<file path="src/hw/amp_irq_pkg.sv">
// Constants for the amplifier event and interrupt-request controller.
// Assumes a byte-wide internal register port on a 16-bit address.
package amp_irq_pkg;

  ////////////////////////////////////////////////////////////////////////////
  // Source layout: four banks of eight event sources
  localparam int unsigned BANKS  = 4;
  localparam int unsigned BANK_W = 8;
  localparam int unsigned SRC_N  = 32;

  // Bank 0 thermal/fault, 1 monitors, 2 supply/power, 3 brownout
  localparam logic [31:0] SRC_VALID      = 32'h0fff_f7ff;
  localparam logic [31:0] MASK_RESET     = 32'h0000_0002;
  localparam logic [31:0] RAW_PREV_RESET = 32'hffff_ffff;

  ////////////////////////////////////////////////////////////////////////////
  // Register offsets
  localparam logic [15:0] OFS_MASK_FIRST  = 16'h2010;
  localparam logic [15:0] OFS_CLEAR_FIRST = 16'h2015;
  localparam logic [15:0] OFS_MASK_SUPPLY_POWER      = 16'h2012;
  localparam logic [15:0] OFS_MASK_BROWNOUT          = 16'h2013;
  localparam logic [15:0] OFS_CLEAR_THERMAL_FAULT    = 16'h2015;
  localparam logic [15:0] OFS_CLEAR_MONITORS         = 16'h2016;
  localparam logic [15:0] OFS_CLEAR_SUPPLY_POWER     = 16'h2017;
  localparam logic [15:0] OFS_CLEAR_BROWNOUT         = 16'h2018;
  localparam logic [15:0] OFS_REQUEST_PIN_CONTROL    = 16'h201f;
  localparam logic [15:0] OFS_THERMAL_WARNING_ONE    = 16'h2020;
  localparam logic [15:0] OFS_THERMAL_WARNING_TWO    = 16'h2021;

  ////////////////////////////////////////////////////////////////////////////
  // Request pin control fields
  localparam int unsigned PIN_ENABLE_BIT   = 0;
  localparam int unsigned PIN_POLARITY_BIT = 1;
  localparam int unsigned PIN_MODE_BIT     = 2;
  localparam logic [2:0]  PIN_CONTROL_RESET = 3'h0;

  ////////////////////////////////////////////////////////////////////////////
  // Thermal warning levels
  localparam logic [6:0] WARN_ONE_RESET = 7'h46;
  localparam logic [6:0] WARN_TWO_RESET = 7'h52;
  localparam logic [6:0] LEVEL_SAT_CODE = 7'h64;
  localparam logic [7:0] LEVEL_BASE_DEG = 8'h32;
  localparam logic [7:0] LEVEL_MAX_DEG  = 8'h96;

endpackage

</file>
<file path="src/hw/irq_core_if.sv">
// Carrier between the register front end, the sticky event bank and the
// request pin driver. All members live on the single system clock.
`timescale 1ns/1ps
`default_nettype none
interface irq_core_if #(
  parameter int unsigned N = 32
);
  logic [N-1:0] raw;
  logic [N-1:0] mask;
  logic [N-1:0] clr;
  logic [N-1:0] flag;
  logic         pin_en;
  logic         pin_pol;
  logic         pin_mode;
  logic         pin_level;
  logic         pin_oen;

  modport ctrl (output raw, output mask, output clr, output pin_en, output pin_pol,
                output pin_mode, input flag, input pin_level, input pin_oen);
  modport bank (input raw, input mask, input clr, output flag);
  modport pin  (input flag, input pin_en, input pin_pol, input pin_mode,
                output pin_level, output pin_oen);
endinterface
`default_nettype wire

</file>
<file path="src/hw/event_sticky_bank.sv">
// Sticky edge capture and masked flags for every event source.
// Assumes raw events are synchronous to clk_sys_i.
`timescale 1ns/1ps
`default_nettype none
module event_sticky_bank (
  input  wire logic clk_sys_i,
  input  wire logic rst_n_i,
  irq_core_if.bank  evt
);

  logic [amp_irq_pkg::SRC_N-1:0] raw_prev_ff;
  logic [amp_irq_pkg::SRC_N-1:0] sticky_ff;
  logic [amp_irq_pkg::SRC_N-1:0] flag_ff;

  assign evt.flag = flag_ff;

  ////////////////////////////////////////////////////////////////////////////
  for (genvar i = 0; i < amp_irq_pkg::SRC_N; i++) begin : g_src
    logic rise;
    logic nxt_sticky;

    assign rise       = evt.raw[i] & ~raw_prev_ff[i] & amp_irq_pkg::SRC_VALID[i];
    // Set wins over a clear in the same cycle
    assign nxt_sticky = rise | (sticky_ff[i] & ~evt.clr[i]); // see R3 see R4

    always_ff @(posedge clk_sys_i or negedge rst_n_i) begin
      if (!rst_n_i) begin
        raw_prev_ff[i] <= amp_irq_pkg::RAW_PREV_RESET[i];
      end else begin
        raw_prev_ff[i] <= evt.raw[i];
      end
    end

    always_ff @(posedge clk_sys_i or negedge rst_n_i) begin
      if (!rst_n_i) begin
        sticky_ff[i] <= 1'b0;
        flag_ff[i]   <= 1'b0;
      end else begin
        sticky_ff[i] <= nxt_sticky;
        flag_ff[i]   <= nxt_sticky & evt.mask[i]; // see R1 see R2
      end
    end

  end
endmodule
`default_nettype wire

</file>
<file path="src/hw/irq_pin_driver.sv">
// Request pin: polarity, open-drain or push-pull, and re-edge on new flags.
// Assumes flags come from flip-flops on the same clock.
`timescale 1ns/1ps
`default_nettype none
module irq_pin_driver (
  input  wire logic clk_sys_i,
  input  wire logic rst_n_i,
  irq_core_if.pin   pin
);

  logic [amp_irq_pkg::SRC_N-1:0] flag_prev_ff;
  logic                          asserted_ff;
  logic                          level_ff;
  logic                          oen_ff;
  logic                          new_rise;
  logic                          nxt_asserted;
  logic                          nxt_level;

  assign new_rise     = |(pin.flag & ~flag_prev_ff);
  // Release for one cycle so every new flag gives a fresh edge
  assign nxt_asserted = (|pin.flag) & ~(new_rise & asserted_ff); // see R18
  assign nxt_level    = ~(nxt_asserted ^ pin.pin_pol); // see R13
  assign pin.pin_level = level_ff;
  assign pin.pin_oen   = oen_ff;

  ////////////////////////////////////////////////////////////////////////////
  always_ff @(posedge clk_sys_i or negedge rst_n_i) begin
    if (!rst_n_i) begin
      flag_prev_ff <= '0;
      asserted_ff  <= 1'b0;
    end else begin
      flag_prev_ff <= pin.flag;
      asserted_ff  <= nxt_asserted;
    end
  end

  always_ff @(posedge clk_sys_i or negedge rst_n_i) begin
    if (!rst_n_i) begin
      level_ff <= 1'b0;
      oen_ff   <= 1'b1;
    end else begin
      level_ff <= pin.pin_mode ? nxt_level : 1'b0;
      oen_ff   <= ~pin.pin_en | (~pin.pin_mode & nxt_level); // see R11
    end
  end
endmodule
`default_nettype wire

</file>
<file path="src/hw/amp_event_irq_controller.sv">
// Top of the amplifier event and interrupt-request controller.
// Assumes the control port front end presents byte register accesses
// synchronous to clk_sys_i, and raw events from core logic on that clock.
`timescale 1ns/1ps
`default_nettype none

// Summary of operation
// Disabled source never shows its flag.
// Enabled source flags after a raw rising edge.
// Writing one clears sticky and flag.
// Writing zero clears nothing; clears are write-only.
// Supply/power mask register bit assignment.
// Brownout mask uses bits 3..0 only.
// First clear register clears thermal/fault events.
// Second clear register clears monitors; bit 3 unused.
// Third clear register mirrors supply/power masks.
// Fourth clear register clears brownout bits 3..0.
// Pin enable zero leaves request pin floating.
// Pin enabled follows combined flags.
// Polarity zero asserts low.
// Polarity one asserts high.
// Mode zero open-drain, one push-pull; board pulls up.
// Warning one level: 50 plus code, saturates 150.
// Warning two level: same encoding, reset 0x52.
// Each new flag rising edge signals a request.
// Edges latch regardless of mask; clears read zero.
module amp_event_irq_controller (
  input  wire logic        clk_sys_i,
  input  wire logic        rst_n_i,
  input  wire logic [15:0] reg_addr_i,
  input  wire logic        reg_wr_i,
  input  wire logic [7:0]  reg_wdata_i,
  input  wire logic        reg_rd_i,
  output logic      [7:0]  reg_rdata_o,
  output logic             reg_rvalid_o,
  input  wire logic [31:0] event_raw_i,
  output logic      [31:0] event_flag_o,
  output logic      [6:0]  heat_warning_one_level_o,
  output logic      [6:0]  heat_warning_two_level_o,
  output logic      [7:0]  heat_warning_one_deg_o,
  output logic      [7:0]  heat_warning_two_deg_o,
  output logic             irq_pin_o,
  output logic             irq_pin_oen_o
);

  logic [31:0] mask_ff;
  logic [31:0] clr_ff;
  logic [2:0]  pin_control_ff;
  logic [6:0]  warn_one_ff;
  logic [6:0]  warn_two_ff;
  logic [7:0]  deg_one_ff;
  logic [7:0]  deg_two_ff;
  logic [7:0]  rdata_ff;
  logic        rvalid_ff;
  logic [7:0]  nxt_rdata;

  irq_core_if #(.N(amp_irq_pkg::SRC_N)) core ();

  ////////////////////////////////////////////////////////////////////////////
  // Code to degrees, saturating
  function automatic logic [7:0] level_to_deg(input logic [6:0] code);
    logic [7:0] deg;
    deg = amp_irq_pkg::LEVEL_MAX_DEG;
    if (code < amp_irq_pkg::LEVEL_SAT_CODE) begin
      deg = amp_irq_pkg::LEVEL_BASE_DEG + {1'b0, code};
    end
    return deg;
  endfunction

  ////////////////////////////////////////////////////////////////////////////
  // Mask registers, one byte per bank
  always_ff @(posedge clk_sys_i or negedge rst_n_i) begin
    if (!rst_n_i) begin
      mask_ff <= amp_irq_pkg::MASK_RESET;
    end else begin
      for (int b = 0; b < amp_irq_pkg::BANKS; b++) begin
        if (reg_wr_i && reg_addr_i == 16'(amp_irq_pkg::OFS_MASK_FIRST + b)) begin
          mask_ff[b*8 +: 8] <= reg_wdata_i & amp_irq_pkg::SRC_VALID[b*8 +: 8]; // see R5
        end
      end
    end
  end

  // One-cycle clear strobes from the write-only clear registers
  always_ff @(posedge clk_sys_i or negedge rst_n_i) begin
    if (!rst_n_i) begin
      clr_ff <= '0;
    end else begin
      for (int b = 0; b < amp_irq_pkg::BANKS; b++) begin
        if (reg_wr_i && reg_addr_i == 16'(amp_irq_pkg::OFS_CLEAR_FIRST + b)) begin
          clr_ff[b*8 +: 8] <= reg_wdata_i & amp_irq_pkg::SRC_VALID[b*8 +: 8]; // see R7 see R8 see R9
        end else begin
          clr_ff[b*8 +: 8] <= 8'h00;
        end
      end
    end
  end

  ////////////////////////////////////////////////////////////////////////////
  // Pin control and thermal warning levels
  always_ff @(posedge clk_sys_i or negedge rst_n_i) begin
    if (!rst_n_i) begin
      pin_control_ff <= amp_irq_pkg::PIN_CONTROL_RESET;
    end else if (reg_wr_i && reg_addr_i == amp_irq_pkg::OFS_REQUEST_PIN_CONTROL) begin
      pin_control_ff <= reg_wdata_i[2:0];
    end
  end

  always_ff @(posedge clk_sys_i or negedge rst_n_i) begin
    if (!rst_n_i) begin
      warn_one_ff <= amp_irq_pkg::WARN_ONE_RESET;
      warn_two_ff <= amp_irq_pkg::WARN_TWO_RESET;
    end else begin
      if (reg_wr_i && reg_addr_i == amp_irq_pkg::OFS_THERMAL_WARNING_ONE) begin
        warn_one_ff <= reg_wdata_i[6:0];
      end
      if (reg_wr_i && reg_addr_i == amp_irq_pkg::OFS_THERMAL_WARNING_TWO) begin
        warn_two_ff <= reg_wdata_i[6:0];
      end
    end
  end

  always_ff @(posedge clk_sys_i or negedge rst_n_i) begin
    if (!rst_n_i) begin
      deg_one_ff <= amp_irq_pkg::LEVEL_MAX_DEG;
      deg_two_ff <= amp_irq_pkg::LEVEL_MAX_DEG;
    end else begin
      deg_one_ff <= level_to_deg(warn_one_ff);
      deg_two_ff <= level_to_deg(warn_two_ff);
    end
  end

  ////////////////////////////////////////////////////////////////////////////
  // Read path; clear registers and unmapped offsets read zero
  always_comb begin
    nxt_rdata = 8'h00;
    for (int b = 0; b < amp_irq_pkg::BANKS; b++) begin
      if (reg_addr_i == 16'(amp_irq_pkg::OFS_MASK_FIRST + b)) begin
        nxt_rdata = mask_ff[b*8 +: 8];
      end
    end
    if (reg_addr_i == amp_irq_pkg::OFS_REQUEST_PIN_CONTROL) begin
      nxt_rdata = {5'h00, pin_control_ff};
    end
    if (reg_addr_i == amp_irq_pkg::OFS_THERMAL_WARNING_ONE) begin
      nxt_rdata = {1'b0, warn_one_ff};
    end
    if (reg_addr_i == amp_irq_pkg::OFS_THERMAL_WARNING_TWO) begin
      nxt_rdata = {1'b0, warn_two_ff};
    end
  end

  always_ff @(posedge clk_sys_i or negedge rst_n_i) begin
    if (!rst_n_i) begin
      rdata_ff  <= 8'h00;
      rvalid_ff <= 1'b0;
    end else begin
      rvalid_ff <= reg_rd_i;
      if (reg_rd_i) begin
        rdata_ff <= nxt_rdata;
      end
    end
  end

  ////////////////////////////////////////////////////////////////////////////
  // Core wiring
  assign core.raw      = event_raw_i;
  assign core.mask     = mask_ff;
  assign core.clr      = clr_ff;
  assign core.pin_en   = pin_control_ff[amp_irq_pkg::PIN_ENABLE_BIT];
  assign core.pin_pol  = pin_control_ff[amp_irq_pkg::PIN_POLARITY_BIT];
  assign core.pin_mode = pin_control_ff[amp_irq_pkg::PIN_MODE_BIT];

  event_sticky_bank u_bank (
    .clk_sys_i (clk_sys_i),
    .rst_n_i   (rst_n_i),
    .evt       (core.bank)
  );

  irq_pin_driver u_pin (
    .clk_sys_i (clk_sys_i),
    .rst_n_i   (rst_n_i),
    .pin       (core.pin)
  );

  assign reg_rdata_o              = rdata_ff;
  assign reg_rvalid_o             = rvalid_ff;
  assign event_flag_o             = core.flag;
  assign heat_warning_one_level_o = warn_one_ff;
  assign heat_warning_two_level_o = warn_two_ff;
  assign heat_warning_one_deg_o   = deg_one_ff;
  assign heat_warning_two_deg_o   = deg_two_ff;
  assign irq_pin_o                = core.pin_level;
  assign irq_pin_oen_o            = core.pin_oen;
endmodule
`default_nettype wire

</file>
<file path="config.mk">
export PLATFORM = sky130hd
export DESIGN_NAME = amp_event_irq_controller
export DESIGN_NICKNAME = d
export VERILOG_FILES = /design/src/hw/amp_irq_pkg.sv /design/src/hw/irq_core_if.sv /design/src/hw/event_sticky_bank.sv /design/src/hw/irq_pin_driver.sv /design/src/hw/amp_event_irq_controller.sv
export SDC_FILE = /design/constraint.sdc
export NUM_CORES = 1
export LEC_CHECK = 0
export BUFFER_PORTS_ARGS = -buffer_cell sky130_fd_sc_hd__buf_2
export CAP_MARGIN = 5
export CORE_UTILIZATION = 55
export CTS_CLUSTER_SIZE = 25
export DETAILED_ROUTE_END_ITERATION = 7
export GPL_ROUTABILITY_DRIVEN = 1
export HOLD_SLACK_MARGIN = 0.15
export PLACE_DENSITY = 0.78
export SLEW_MARGIN = 20
export SYNTH_ARGS = -nofsm -noshare
export SYNTH_HDL_FRONTEND = slang
export SYNTH_SLANG_ARGS = --single-unit
</file>
<file path="constraint.sdc">
create_clock -name clk_sys_i -period 2.7 [get_ports clk_sys_i]
set_clock_uncertainty 0.2 [all_clocks]
set_input_delay 0.675 -clock clk_sys_i [delete_from_list [all_inputs] [get_ports clk_sys_i]]
set_output_delay 0.675 -clock clk_sys_i [all_outputs]
set_load 0.03 [all_outputs]
</file>
==> summary.txt <==
horizontal extent of the die -> 121 µm
number of DRC markers after the initial detailed-route iteration -> 288
async set-or-reset flop fraction in the synthesized netlist -> 100%
result of the run -> finished clean
critical path data arrival time -> 2.65 ns
number of primary I/O pins -> 133
flip-flop and latch count after synthesis -> 207
starting utilization of the core area -> 56.2%
critical path startpoint category -> flip-flop
storage element area -> 5230 µm²
number of pins with negative max-slew slack in the final report -> 0
Via-to-Cell Ratio -> 5.48
aggregate global-route resource usage -> 26.4%
routed length per placed instance -> 18.9 µm
area share of the largest cell type after synthesis -> 52.6%
number of antenna diodes -> 0
synthesized-area fraction occupied by and/or/nand/nor cells -> 12.1%
sequential-to-total area share from yosys stat -> 67.1%
CP required -> 2.85 ns
capturing element type of the critical path -> flip-flop
synthesized-area fraction occupied by xor and xnor cells -> 0.674%
average footprint of a synthesized cell -> 13.2 µm²
hold worst-path end -> u_bank.sticky_ff[13]$_DFF_PN0_
DR vias -> 5,311
largest area contributor in the synthesized netlist -> sky130_fd_sc_hd__dfrtp_1
worst setup path startpoint -> u_bank.evt.flag[22]$_DFF_PN0_
number of distinct library cells after synthesis -> 55
max-capacitance violation count -> 0
depth of the worst hold-timing path -> 1
DR pass1 iterations -> 4
area enclosed by the die boundary -> 14,700 µm²
wire length the detailed router placed on met1 -> 7.71 mm
share of the synthesized area in compound gates (AO/OA/AOI/OAI) -> 6.61%
share of cells above drive strength 1 -> 35.6%
Max Fanout on Critical Path -> 4
P per Cell Area -> 659 nW/µm²
sum of met2 wire segment lengths after detailed routing -> 9.05 mm
Multi-input gate area -> 2230 µm²
highest metal layer used by the detailed router -> met4
most frequently used flop master after synthesis -> sky130_fd_sc_hd__dfrtp_1
unrepaired setup endpoints after global routing -> no
vias in the first global route -> 5,603
setup ws final -> 0.203 ns
kind of critical path -> flip-flop to flip-flop
Die Y-Extent -> 121 µm
Clock H-tree levels -> 1
total clock buffers created by CTS -> 21
path category of the worst min-delay check -> flip-flop to flip-flop
final critical-path share of the clock period -> 92.5%
area grow syn2layout -> 26.0%
Synth area leaders -> sky130_fd_sc_hd__dfrtp_1 53%, sky130_fd_sc_hd__dfstp_2 14%, sky130_fd_sc_hd__mux2_2 6.6%
reg-to-reg setup timing slack -> 0.20 ns
Port-buffer cells -> 122
worst supply voltage drop on vdd -> 0.515 mV
static leakage -> 5.05 nW
cell at the root of the clock tree -> sky130_fd_sc_hd__clkbuf_16
total grt overflow -> 0
Clock Latency Late Sink -> 0.48 ns
Worst Tran Pin Value -> 0.839 ns
clock tree from TritonCTS -> done
Max Fclk -> 401 MHz
share of synthesized area spent on multiplexers -> 8.54%
Reg2Reg Depth -> 5
total DRC errors in the routed layout -> 0
routed length on met3 -> 1.17 mm
clock-pin slew reported for the worst setup and hold paths after clock tree synthesis -> 0.06 ns
DP Wirelength -> 12.5 mm
maximum clock insertion buffer count -> 3
pre-CTS WS -> -0.220 ns
number of sinks handled by clock tree synthesis -> 207
count of warnings emitted by yosys -> 0
count of placed standard cells including taps -> 905
r2r endpoint -> u_pin.pin.pin_oen$_DFF_PN1_
adder and majority cell fraction of the synthesized area -> 0.321%
final hold violations -> 0
Mapped Area -> 7800 µm²
final antenna-violating net count -> 0
area of the core -> 13,900 µm²
layout filler cell count -> 928
main combinational cell family by area after synthesis -> simple AND/OR/NAND/NOR gates
Crit Reg-Reg Startpoint -> u_bank.evt.flag[22]$_DFF_PN0_
global-route wire length before repair -> 29.4 mm
pin count of the biggest net entering global routing -> 59
final weighted congestion in routability-driven placement -> 0.841
number of cells in the finished layout apart from fillers -> 970
count of flip-flops with a built-in enable after synthesis -> 0
relative slew slack -> 43.4%
number of antenna violations at the first check in global routing -> 0
count of mapped cells out of synthesis -> 592
count of endpoints failing setup in the final report -> 0
num rows -> 43
Post-Route WL -> 18.3 mm
count of nets after finishing -> 838
worst min-delay path startpoint -> clr_ff[13]$_DFF_PN0_
final critical path time including I/O delays and setup -> 2.50 ns
## cell families (layout without fill, tap and decap cells)
| family | after synthesis | in the layout |
|---|---|---|
| adders and majority gates | 2 | 2 |
| and+or+nand+nor | 158 | 158 |
| other | 1 | 5 |
| xor gates and xnor gates | 6 | 6 |
| AOI/OAI and AO/OA | 74 | 74 |
| buffers and inverters | 87 | 281 |
| muxes | 57 | 57 |
| DFF | 207 | 207 |
## sequential cells by signal, summed over array words and instances (netlist names)
signal                    cells
u_pin.pin.pin_oen             1
u_pin.pin.pin_level           1
heat_warning_two_deg_o        8
core.mask                    27
reg_rdata_o                   8
u_pin.asserted_ff             1
u_bank.raw_prev_ff           27
u_bank.sticky_ff             27
u_bank.evt.flag              27
reg_rvalid_o                  1
clr_ff                       27
heat_warning_one_deg_o        8
u_pin.flag_prev_ff           27
heat_warning_two_level_o      7
heat_warning_one_level_o      7
pin_control_ff                3
## cell type report
type                    count  share of cell area (%)
repair buffers            173                    11.4
clock buffers              25                    5.71
clock inverters            12                    1.82
multi-input cells         302                    22.8
inverters                  71                    2.71
well taps                 180                    2.29
flip-flops and latches    207                    53.3
## per-layer routing
layer  vias to the layer above  GRT usage [%]
li1                       2360              -
met2                       202           44.0
met5                         -              0
met4                         0           8.26
met1                      2717           35.1
met3                        32           5.03
## critical path: stages, from the launching register on
cell	delay [ns]
sky130_fd_sc_hd__dfrtp_1	0.45
sky130_fd_sc_hd__nor2b_1	0.16
sky130_fd_sc_hd__a2111oi_0	0.54
sky130_fd_sc_hd__nand4_1	0.26
sky130_fd_sc_hd__or2_2	0.37
sky130_fd_sc_hd__o311ai_0	0.39
## power by group
| group | internal [W] | switching [W] |
|---|---|---|
| registers | 0.00315 | 0.0000121 |
| clock network | 0.00188 | 0.00117 |
| logic | 0.0000959 | 0.000172 |
| total | 0.00512 | 0.00135 |
## timing repair
item	in CTS	in global routing
hold buffers	28	0
gates resized for setup	0	1
endpoints found under the setup margin	0	1
hold endpoints to repair	77	0
buffers inserted	0	0
## cell usage after synthesis (7+ instances only)
master and count:
sky130_fd_sc_hd__dfstp_2 43, sky130_fd_sc_hd__a21oi_1 10, sky130_fd_sc_hd__dfrtp_1 164, sky130_fd_sc_hd__mux2_2 46, sky130_fd_sc_hd__nand3_1 7, sky130_fd_sc_hd__inv_1 71, sky130_fd_sc_hd__nand2_1 12, sky130_fd_sc_hd__nor2b_1 19
sky130_fd_sc_hd__mux2i_1 8, sky130_fd_sc_hd__clkbuf_1 8, sky130_fd_sc_hd__and2_1 58, sky130_fd_sc_hd__nor2_1 19, sky130_fd_sc_hd__o22ai_1 29, sky130_fd_sc_hd__nor3_1 8, sky130_fd_sc_hd__nor4_1 8
## through the flow
stage                     TNS [ns]  total power [W]  utilization [%]  cell area [µm²]  hold WS, ns
after floorplan            -0.0549          0.00329                -             7820        0.179
after global placement       -3.31          0.00344             63.4             8800        0.219
after detailed placement     -5.11          0.00345             63.4             8800        0.223
after CTS                        0          0.00653             70.8             9820        0.236
after global routing             0          0.00669             70.8             9820        0.251
final                            0          0.00647             70.8             9820        0.234
## placed cells by master (no fill, tap or decap), drive strengths merged, types with 4 or more instances in the layout
| cell type | instances |
|---|---|
| a21oi | 10 |
| a21boi | 5 |
| o22ai | 29 |
| dfstp | 43 |
| inv | 73 |
| buf | 144 |
| bufinv | 4 |
| nand4 | 4 |
| mux2 | 46 |
| and2 | 59 |
| clkbuf | 26 |
| dlygate4sd3 | 28 |
| mux2i | 8 |
| nor2 | 22 |
| xnor2 | 4 |
| o311ai | 4 |
| dfrtp | 164 |
| nor4 | 9 |
| nand2 | 12 |
| conb | 5 |
| a2111oi | 5 |
| nand3 | 7 |
| nor3 | 10 |
| nor2b | 19 |
## worst max-delay path by stage
stage                                        to  slack, ns  cells past startpoint
global placement       core.mask[8]$_DFFE_PN0P_      -0.15                      8
CTS                 u_pin.pin.pin_oen$_DFF_PN1_       0.21                      5
finish              u_pin.pin.pin_oen$_DFF_PN1_       0.20                      5
detailed placement    core.mask[10]$_DFFE_PN0P_      -0.22                      8
global route        u_pin.pin.pin_oen$_DFF_PN1_       0.11                      5
floorplan             core.mask[12]$_DFFE_PN0P_     -0.008                      6
Note: power is estimated with default switching activity, not from simulation.
